<file path="config.mk">
export PLATFORM = sky130hd
export DESIGN_NAME = pulse_count_rail_programmer
export DESIGN_NICKNAME = d
export VERILOG_FILES = /design/src/verilog/rail_prog_pkg.sv /design/src/verilog/pulse_count_rail_programmer.sv /design/src/verilog/pulse_timer.sv
export SDC_FILE = /design/constraint.sdc
export NUM_CORES = 1
export LEC_CHECK = 0
export ABC_AREA = 1
export ABC_CLOCK_PERIOD_IN_PS = 3000
export BUFFER_PORTS_ARGS = -buffer_cell sky130_fd_sc_hd__buf_2
export CORE_MARGIN = 3
export CORE_UTILIZATION = 40
export DETAILED_ROUTE_END_ITERATION = 16
export PLACE_DENSITY = 0.64
export REMOVE_ABC_BUFFERS = 1
export SLEW_MARGIN = 20
export SYNTH_ARGS = -nofsm -noshare
export SYNTH_HDL_FRONTEND = slang
export SYNTH_HIERARCHICAL = 1
export SYNTH_SLANG_ARGS = --single-unit
</file>
<file path="constraint.sdc">
create_clock -name clock -period 3 [get_ports clock]
set_input_delay 0.3 -clock clock [delete_from_list [all_inputs] [get_ports clock]]
set_output_delay 0.3 -clock clock [all_outputs]
set_load 0.1 [all_outputs]
</file>
<file path="src/verilog/rail_prog_pkg.sv">
// Shared constants and carriers for the rail programmer
package rail_prog_pkg;

  // Clock rate in kHz
  localparam int unsigned CLK_KHZ = 250_000;

  // Line timing windows in microseconds
  localparam int unsigned STORE_MIN_US = 30;
  localparam int unsigned STORE_MAX_US = 80;
  localparam int unsigned OFF_MIN_US = 30;
  localparam int unsigned OFF_MAX_US = 80;
  localparam int unsigned PULSE_MIN_US = 2;
  localparam int unsigned PULSE_MAX_US = 25;

  // Cycle counts: decide at the midpoint of the store and off windows
  localparam int unsigned STORE_CYC = ((STORE_MIN_US + STORE_MAX_US) / 2) * CLK_KHZ / 1000;
  localparam int unsigned OFF_CYC = ((OFF_MIN_US + OFF_MAX_US) / 2) * CLK_KHZ / 1000;

  // Code layout
  localparam int unsigned CODE_W = 5;
  localparam logic [4:0] CODE_DEFAULT = 5'h00;
  localparam logic [4:0] CODE_MAX = 5'h1f;

  // Current limit steps for the converters and the post regulator
  typedef enum logic [1:0] {LIM_OFF, LIM_REDUCED, LIM_STEP2, LIM_FULL} limit_t;

  // Comparator inputs from the analog rails
  typedef struct packed {
    logic neg_below_0v4;  // Negative rail below -0.4 V
    logic neg_below_1v;   // Negative rail below -1 V
    logic pos_above_3v;   // Positive rail above 3 V
    logic ccm;            // Inductor current continuous
  } rail_sense_t;

  // Power stage controls
  typedef struct packed {
    limit_t pos_sw_limit;   // Boost switch limit
    limit_t neg_sw_limit;   // Inverter switch limit
    limit_t ldo_limit;      // Post regulator limit
    logic ldo_connect;      // Post regulator passes the rail
    logic fixed_off_time;   // Peak current with fixed off time
    logic conv_enable;      // Converters running
  } power_ctl_t;

endpackage : rail_prog_pkg
</file>
<file path="src/verilog/pulse_count_rail_programmer.sv">
// Enable, pulse-count programming and start-up sequencing of the rails
`timescale 1ns/10ps
module pulse_count_rail_programmer
  import rail_prog_pkg::*;
#(
  parameter int unsigned STORE_CYCLES = STORE_CYC,
  parameter int unsigned OFF_CYCLES = OFF_CYC
) (
  // Clock, reset, clock enable
  input wire logic clock,
  input wire logic resetn,
  input wire logic clk_en,
  // Control line from the host
  input wire logic ctrl_line,
  // Rail comparators
  input wire rail_sense_t sense,
  // Rail code and status
  output logic [CODE_W-1:0] dac_code,
  output logic enabled,
  output logic code_stored,
  // Power stage controls
  output power_ctl_t power_ctl
);

  typedef enum logic [1:0] {SEQ_OFF, SEQ_PHASE1, SEQ_PHASE2, SEQ_FULL} seq_t;

  logic line_meta_ff;
  logic line_sync_ff;
  logic line_prev_ff;
  logic enabled_ff;
  logic [CODE_W-1:0] edge_cnt_ff;
  logic [CODE_W-1:0] code_ff;
  logic stored_ff;
  logic store_pending_ff;
  seq_t seq_ff;
  seq_t nxt_seq;
  power_ctl_t ctl_ff;
  power_ctl_t nxt_ctl;
  logic rise;
  logic low_expired;
  logic high_expired;

  // Two-stage synchroniser for the asynchronous pin
  always_ff @(posedge clock) begin
    if (!resetn) begin
      line_meta_ff <= 1'b0;
      line_sync_ff <= 1'b0;
      line_prev_ff <= 1'b0;
    end else if (clk_en) begin
      line_meta_ff <= ctrl_line;
      line_sync_ff <= line_meta_ff;
      line_prev_ff <= line_sync_ff;
    end
  end

  assign rise = line_sync_ff & ~line_prev_ff;

  // Low-time timer separates pulse gaps from shutdown
  pulse_timer #(
    .LIMIT(OFF_CYCLES)
  ) u_low_timer (
    .clock(clock),
    .resetn(resetn),
    .clk_en(clk_en),
    .run(~line_sync_ff),
    .expired(low_expired)
  );

  // High-time timer closes the programming burst
  pulse_timer #(
    .LIMIT(STORE_CYCLES)
  ) u_high_timer (
    .clock(clock),
    .resetn(resetn),
    .clk_en(clk_en),
    .run(line_sync_ff),
    .expired(high_expired)
  );

  // Enable follows a rising edge from off, drops after a long low
  always_ff @(posedge clock) begin
    if (!resetn) begin
      enabled_ff <= 1'b0;
    end else if (clk_en) begin
      if (!enabled_ff && rise) begin
        enabled_ff <= 1'b1;
      end else if (enabled_ff && low_expired) begin
        enabled_ff <= 1'b0;
      end
    end
  end

  // Edge counter; the enabling edge itself is not counted
  always_ff @(posedge clock) begin
    if (!resetn) begin
      edge_cnt_ff <= CODE_DEFAULT;
    end else if (clk_en) begin
      if (!enabled_ff) begin
        edge_cnt_ff <= CODE_DEFAULT;
      end else if (rise && edge_cnt_ff != CODE_MAX) begin
        edge_cnt_ff <= edge_cnt_ff + 5'h01;
      end
    end
  end

  // Pending marks a burst not yet stored; set wins over the store
  always_ff @(posedge clock) begin
    if (!resetn) begin
      store_pending_ff <= 1'b0;
    end else if (clk_en) begin
      if (!enabled_ff) begin
        store_pending_ff <= 1'b0;
      end else if (rise) begin
        store_pending_ff <= 1'b1;
      end else if (high_expired) begin
        store_pending_ff <= 1'b0;
      end
    end
  end

  // Code loads after the line stays high past the storage window.
  // Holding the old code until then avoids the rail wandering mid-burst.
  always_ff @(posedge clock) begin
    if (!resetn) begin
      code_ff <= CODE_DEFAULT;
      stored_ff <= 1'b0;
    end else if (clk_en) begin
      if (!enabled_ff) begin
        code_ff <= CODE_DEFAULT;
        stored_ff <= 1'b0;
      end else if (store_pending_ff && high_expired) begin
        code_ff <= edge_cnt_ff;
        stored_ff <= 1'b1;
      end
    end
  end

  // Start-up phase sequencing from the rail comparators
  always_comb begin
    nxt_seq = seq_ff;
    unique case (seq_ff)
      SEQ_OFF: begin
        if (enabled_ff) begin
          nxt_seq = SEQ_PHASE1;
        end
      end
      SEQ_PHASE1: begin
        if (sense.neg_below_0v4) begin
          nxt_seq = SEQ_PHASE2;
        end
      end
      SEQ_PHASE2: begin
        // A rail short collapses the negative rail and drops back to phase one
        if (!sense.neg_below_0v4) begin
          nxt_seq = SEQ_PHASE1;
        end else if (sense.pos_above_3v && sense.neg_below_1v) begin
          nxt_seq = SEQ_FULL;
        end
      end
      SEQ_FULL: begin
        if (!(sense.pos_above_3v && sense.neg_below_1v)) begin
          nxt_seq = SEQ_PHASE1;
        end
      end
    endcase
    if (!enabled_ff) begin
      nxt_seq = SEQ_OFF;
    end
  end

  always_ff @(posedge clock) begin
    if (!resetn) begin
      seq_ff <= SEQ_OFF;
    end else if (clk_en) begin
      seq_ff <= nxt_seq;
    end
  end

  // Power stage settings per phase
  always_comb begin
    nxt_ctl = '0;
    nxt_ctl.pos_sw_limit = LIM_OFF;
    nxt_ctl.neg_sw_limit = LIM_OFF;
    nxt_ctl.ldo_limit = LIM_OFF;
    nxt_ctl.fixed_off_time = sense.ccm;
    unique case (nxt_seq)
      SEQ_OFF: begin
        nxt_ctl.ldo_connect = 1'b0;
        nxt_ctl.fixed_off_time = 1'b0;
      end
      SEQ_PHASE1: begin
        nxt_ctl.conv_enable = 1'b1;
        nxt_ctl.pos_sw_limit = LIM_REDUCED;
        nxt_ctl.neg_sw_limit = LIM_REDUCED;
      end
      SEQ_PHASE2: begin
        nxt_ctl.conv_enable = 1'b1;
        nxt_ctl.ldo_connect = 1'b1;
        nxt_ctl.ldo_limit = LIM_STEP2;
        nxt_ctl.pos_sw_limit = LIM_STEP2;
        nxt_ctl.neg_sw_limit = LIM_STEP2;
      end
      SEQ_FULL: begin
        nxt_ctl.conv_enable = 1'b1;
        nxt_ctl.ldo_connect = 1'b1;
        nxt_ctl.ldo_limit = LIM_FULL;
        nxt_ctl.pos_sw_limit = LIM_FULL;
        nxt_ctl.neg_sw_limit = LIM_FULL;
      end
    endcase
  end

  always_ff @(posedge clock) begin
    if (!resetn) begin
      ctl_ff <= '0;
    end else if (clk_en) begin
      ctl_ff <= nxt_ctl;
    end
  end

  // Outputs from flip-flops
  assign dac_code = code_ff;
  assign enabled = enabled_ff;
  assign code_stored = stored_ff;
  assign power_ctl = ctl_ff;

endmodule : pulse_count_rail_programmer

</file>
<file path="src/verilog/pulse_timer.sv">
// Saturating run-length timer for one line level
`timescale 1ns/10ps
module pulse_timer
  import rail_prog_pkg::*;
#(
  parameter int unsigned LIMIT = 1000
) (
  // Clock and reset
  input wire logic clock,
  input wire logic resetn,
  input wire logic clk_en,
  // Control
  input wire logic run,
  // Status
  output logic expired
);

  localparam int unsigned W = $clog2(LIMIT + 1);
  localparam logic [W-1:0] LIM = W'(LIMIT);

  logic [W-1:0] count_ff;

  // Restart whenever run drops; saturate at the limit
  always_ff @(posedge clock) begin
    if (!resetn) begin
      count_ff <= '0;
    end else if (clk_en) begin
      if (!run) begin
        count_ff <= '0;
      end else if (count_ff != LIM) begin
        count_ff <= count_ff + W'(1);
      end
    end
  end

  assign expired = (count_ff == LIM);

endmodule : pulse_timer

</file>
== Yosys cells after proc, flatten, opt, wreduce, memory -nomap -nowiden ==
Cells that the tools add are included.

* $add $sub $neg: 3
* Eq/ne operators: 15
* Muxes and demuxes: 26
* Bitwise operators: 2
* Reduce and logical (&&, ||, !) cells: 18

{| class="wikitable"
|+ Operators with widths
! cell !! number
|-
| two-way mux 14 bit || 4
|-
| adder 14 x 1 -> 14 bit (second input constant) || 2
|-
| equality test 14 bit (second input constant) || 2
|-
| inequality test 14 bit (second input constant) || 2
|-
| two-way mux 5 bit || 4
|-
| case mux 4 bit (3 select lines) || 1
|-
| AND reduction 2 bit || 6
|-
| two-way mux 1 bit || 10
|-
| two-way mux 2 bit || 5
|-
| equality test 2 bit (second input constant) || 4
|-
| case mux 2 bit (4 select lines) || 1
|-
| inequality test 2 x 1 -> 1 bit (second input constant) || 3
|-
| adder 5 x 1 -> 5 bit (second input constant) || 1
|-
| logical AND 1 bit || 5
|-
| inequality test 5 bit (second input constant) || 1
|-
| equality test 2 x 1 -> 1 bit (second input constant) || 2
|-
| logical NOT 2 bit || 2
|-
| case mux 2 bit (2 select lines) || 1
|-
| nonzero test 2 bit || 2
|-
| inequality test 3 x 1 -> 1 bit (second input constant) || 1
|-
| OR reduction 3 bit || 1
|-
| OR reduction 2 bit || 1
|-
| AND 1 bit || 1
|-
| logical NOT 1 bit || 1
|-
| inverter 1 bit || 1
|}

* Register bits: 55
* Logic and storage cells: 81

== Logic depth before layout (Yosys ltp) ==
* Depth after elaboration: 8
* Depth in mapped cells: 12
* Gate-level depth less buffers: 11

== Cells and area by module ==
Netlist, hierarchy kept.

{| class="wikitable"
|+ By module, submodules not included
! module !! times used !! cells each !! area each (µm²) !! seq. area each (µm²)
|-
| pulse_timer || 2 || 178 || 1044.8 || 280.3
|-
| pulse_count_rail_programmer || 1 || 127 || 983.4 || 440.4
|}

== Worst setup path after synthesis ==
Ideal clock, no wire load.

* Path type: register to register
* From: register enabled_ff, in the netlist enabled
* To: register code_ff[1], in the netlist dac_code[1]
* Library setup time: 0.071 ns
* Data arrival time: 1.732 ns
* Data required time: 2.929 ns
* Path slack: 1.197 ns
* Cell stages (with the launch flop): 6
* Buffers on the path: 0
* Cells stage by stage: dfxtp_1 inv_1 nand2_1 and2_2 nand2_1 a21oi_1

* Word-level cells in the longest chain between the ends: 2

{| class="wikitable"
|+ RTL lines
! element !! RTL line !! RTL
|-
| start: declaration || pulse_count_rail_programmer.sv:30 || <nowiki>logic enabled_ff;</nowiki>
|-
| start signal: assignment || pulse_count_rail_programmer.sv:83 || <nowiki>enabled_ff <= 1'b0;</nowiki>
|-
| start signal: assignment || pulse_count_rail_programmer.sv:86 || <nowiki>enabled_ff <= 1'b1;</nowiki>
|-
| start signal: assignment || pulse_count_rail_programmer.sv:88 || <nowiki>enabled_ff <= 1'b0;</nowiki>
|-
| inequality test 2 x 1 -> 1 bit (no source line) || - ||
|-
| AND reduction 2 bit (no source line) || - ||
|-
| end signal: assignment || pulse_count_rail_programmer.sv:132 || <nowiki>code_ff <= edge_cnt_ff;</nowiki>
|-
| end: declaration || pulse_count_rail_programmer.sv:32 || <nowiki>logic [CODE_W-1:0] code_ff;</nowiki>
|}

Parallel ways exist; a longest one is shown, timed or not.
A chain may end at the register's enable or synchronous reset.

== Final worst setup path ==
* From: register line_sync_ff
* To: register u_low_timer.count_ff[1]

* Word-level cells in the longest chain between the ends: 2

{| class="wikitable"
|+ RTL lines
! element !! RTL line !! RTL
|-
| start: declaration || pulse_count_rail_programmer.sv:28 || <nowiki>logic line_sync_ff;</nowiki>
|-
| start signal: assignment || pulse_count_rail_programmer.sv:51 || <nowiki>line_sync_ff <= line_meta_ff;</nowiki>
|-
| nonzero test 2 bit (no source line) || - ||
|-
| AND reduction 2 bit (no source line) || - ||
|-
| end signal: assignment || pulse_timer.sv:31 || <nowiki>count_ff <= count_ff + W'(1);</nowiki>
|-
| end: declaration || pulse_timer.sv:21 || <nowiki>logic [W-1:0] count_ff;</nowiki>
|}

Parallel ways exist; a longest one is shown, timed or not.

==> flow_summary.yaml <==
final_layout:
  fin_util_pct: 45.0
  stdcell_count: 603
  final_common_cell: "nand2_1"
  fin_area_mm2: 0.00331
  fin_nets: 517
  area_growth_pct: 7.86
  diodes: 0
  layout-drive-gt1-share_pct: 15.1
  mostFrequentLayoutCells: "nand2_1, inv_1, dfxtp_1, nor2_1, nand3_1"
  num-fill-cells: 793
detailed_routing:
  routedWlPerCell_um: 11.1
  drtPass1Iterations: 5
  routed_wl_mm: 6.72
  drtIter0Drc: 148
  avgViaCountPerCell: 4.82
  drcViolationCount: 0
  vias: 2907
  ant_nets: 0
timing:
  setup_tns_ns: 0
  hold_violations: 0
  slew_violations: 0
  worst_slew_pin_slew_ns: 0.652
  slew_headroom_pct: 56.6
  rsz0062_at_grt: "false"
  finClkSkew_ns: 0.0157
  setup_ws_ns: 1.35
  setup-violations-final: 0
  min_period_ns: 1.65
  post-route-period-util_pct: 54.9
  fmax_mhz: 608
synth:
  synth_top_area_cell: "dfxtp_1"
  synth_warnings: 6
  synthTopCellsByArea: "dfxtp_1, nand2_1, inv_1, nand3_1, nor2_1"
  syn-cell-area_mm2: 0.00307
  avgSynthCellArea_um2: 6.36
  synth_cells: 483
  synth-seq-cells: 50
  yosysSeqAreaShare_pct: 32.6
  yosysTopAreaCellShare_pct: 32.6
  synth_cell_type_count: 30
worst_setup_path:
  required_ns: 3.22
  crit_fanout: 8
  cp.arrival_ns: 1.87
  worstSetupEndpointType: "flop"
  crit_type: "flop to flop"
  cp-start-kind: "flop"
placed_design:
  dp_cells: 595
  place.gp.congestion: 0.899
  dp_slack_ns: 1.32
  placed_cell_area_mm2: 0.00322
  dpl.hpwl_mm: 4.99
  io_buffers: 23
die:
  start_util_pct: 41.7
  fp.dieArea_mm2: 0.00877
  coreArea_mm2: 0.00737
  die_x_um: 93.7
  ios: 24
  num_rows: 31
  die_h_um: 93.7
clock_network:
  cts_tree: "done"
  cts_hold_buf: 0
  cts.htree.levels: 2
  cts_setup_buffers: 0
  cts_root_buf: "clkbuf_8"
  cts_buffer_depth: 2
  ctsResizeCount: 0
  cts.sinks: 50
  cts_buffers: 5
  clock_latency_ns: 0.32
  clk_pin_slew_ns: 0.11
pwr:
  p_leak_nw: 1.63
  ir_drop_v: 0.000182
  powerDensity_mw_per_mm2: 375
global_route:
  grt_pass1_vias: 2731
  grt_overflow: 0
  grt_first_pass_wirelength_mm: 11.9
  antenna_found_initial: 0
  grt_max_degree: 28
  grt_usage_pct: 16.3
outcome:
  status: "finished clean"
job:
  maxCapViolCount: 0
min_path:
  hp-class: "input pin to flop"
==> where the power goes <==
part	internal [mW]	total, mW	switching [mW]
registers	0.673	0.684	0.0105
clock network	0.175	0.431	0.256
logic	0.0350	0.130	0.0948
==> worst paths after layout <==
| path | start | to | slack [ns] | depth (start not counted) |
|---|---|---|---|---|
| worst max-delay path | line_sync_ff | u_low_timer/count_ff[1] | 1.35 | 9 |
| worst min-delay path | sense[0] | power_ctl[1] | 0.22 | 3 |
| worst max register to register | line_sync_ff | u_low_timer/count_ff[1] | 1.35 | 9 |
| worst min register to register | code_stored | code_stored | 0.47 | 2 |
==> worst max-delay path, stage by stage, from the launching register on <==
cell,delay [ns]
dfxtp_1,0.56
inv_1,0.24
inv_1,0.14
nand2_1,0.12
nand2_1,0.10
inv_1,0.09
nand2_4,0.12
o21ai_0,0.09
nand2_1,0.06
inv_1,0.04
==> flip-flops by register name, indices dropped and copies added, names as in the netlist <==
name / count
code_stored: 1
dac_code: 5
edge_cnt_ff: 5
enabled: 1
line_meta_ff: 1
line_prev_ff: 1
line_sync_ff: 1
power_ctl: 4
seq_ff: 2
store_pending_ff: 1
u_high_timer/count_ff: 14
u_low_timer/count_ff: 14
==> cell families after synthesis <==
kind of cell	Yosys count	synth area share (%)
flops	50	32.6
fa+ha+maj	6	2.44
simple gates	290	43.4
buf+inv	93	13.4
compound gates	44	8.18
==> synth_stat cells (all sizes together) <==
library cell and number:
nand2 177, nand3b 2, nor2 57, ha 6, o211ai 1, o21ai 13, clkinv 1, dfxtp 50
clkbuf 3, o21bai 2, o211a 1, inv 81, and2 1, buf 8, nor3 4, nand4 7
a21oi 27, nand3 42
==> cell type report <==
type	instances	area [µm²]	share of cell area [%]
multi-input cells	340	1660	50.1
flip-flops and latches	50	1000	30.2
inverters	82	308	9.29
well taps	99	124	3.74
repair buffers	24	123	3.70
clock buffers	5	68.8	2.08
clock inverters	3	28.8	0.868
==> metal layers <==
metal	vias up	GRT usage, %	share of wire [%]	routed length (µm)
met5	-	0	0	0
met4	0	4.45	0.94	63
met3	6	3.04	5.6	374
met2	89	26.8	45	3010
met1	1285	21.8	49	3270
li1	1527	-	-	-
==> through the flow <==
| stage | total power [mW] | hold slack (ns) |
|---|---|---|
| floorplan | 0.788 | 0.423 |
| global placement | 0.828 | 0.451 |
| detailed placement | 0.828 | 0.452 |
| CTS | 1.27 | 0.210 |
| global route | 1.31 | 0.215 |
| finish | 1.24 | 0.218 |
(Power assumes the default switching activity.)
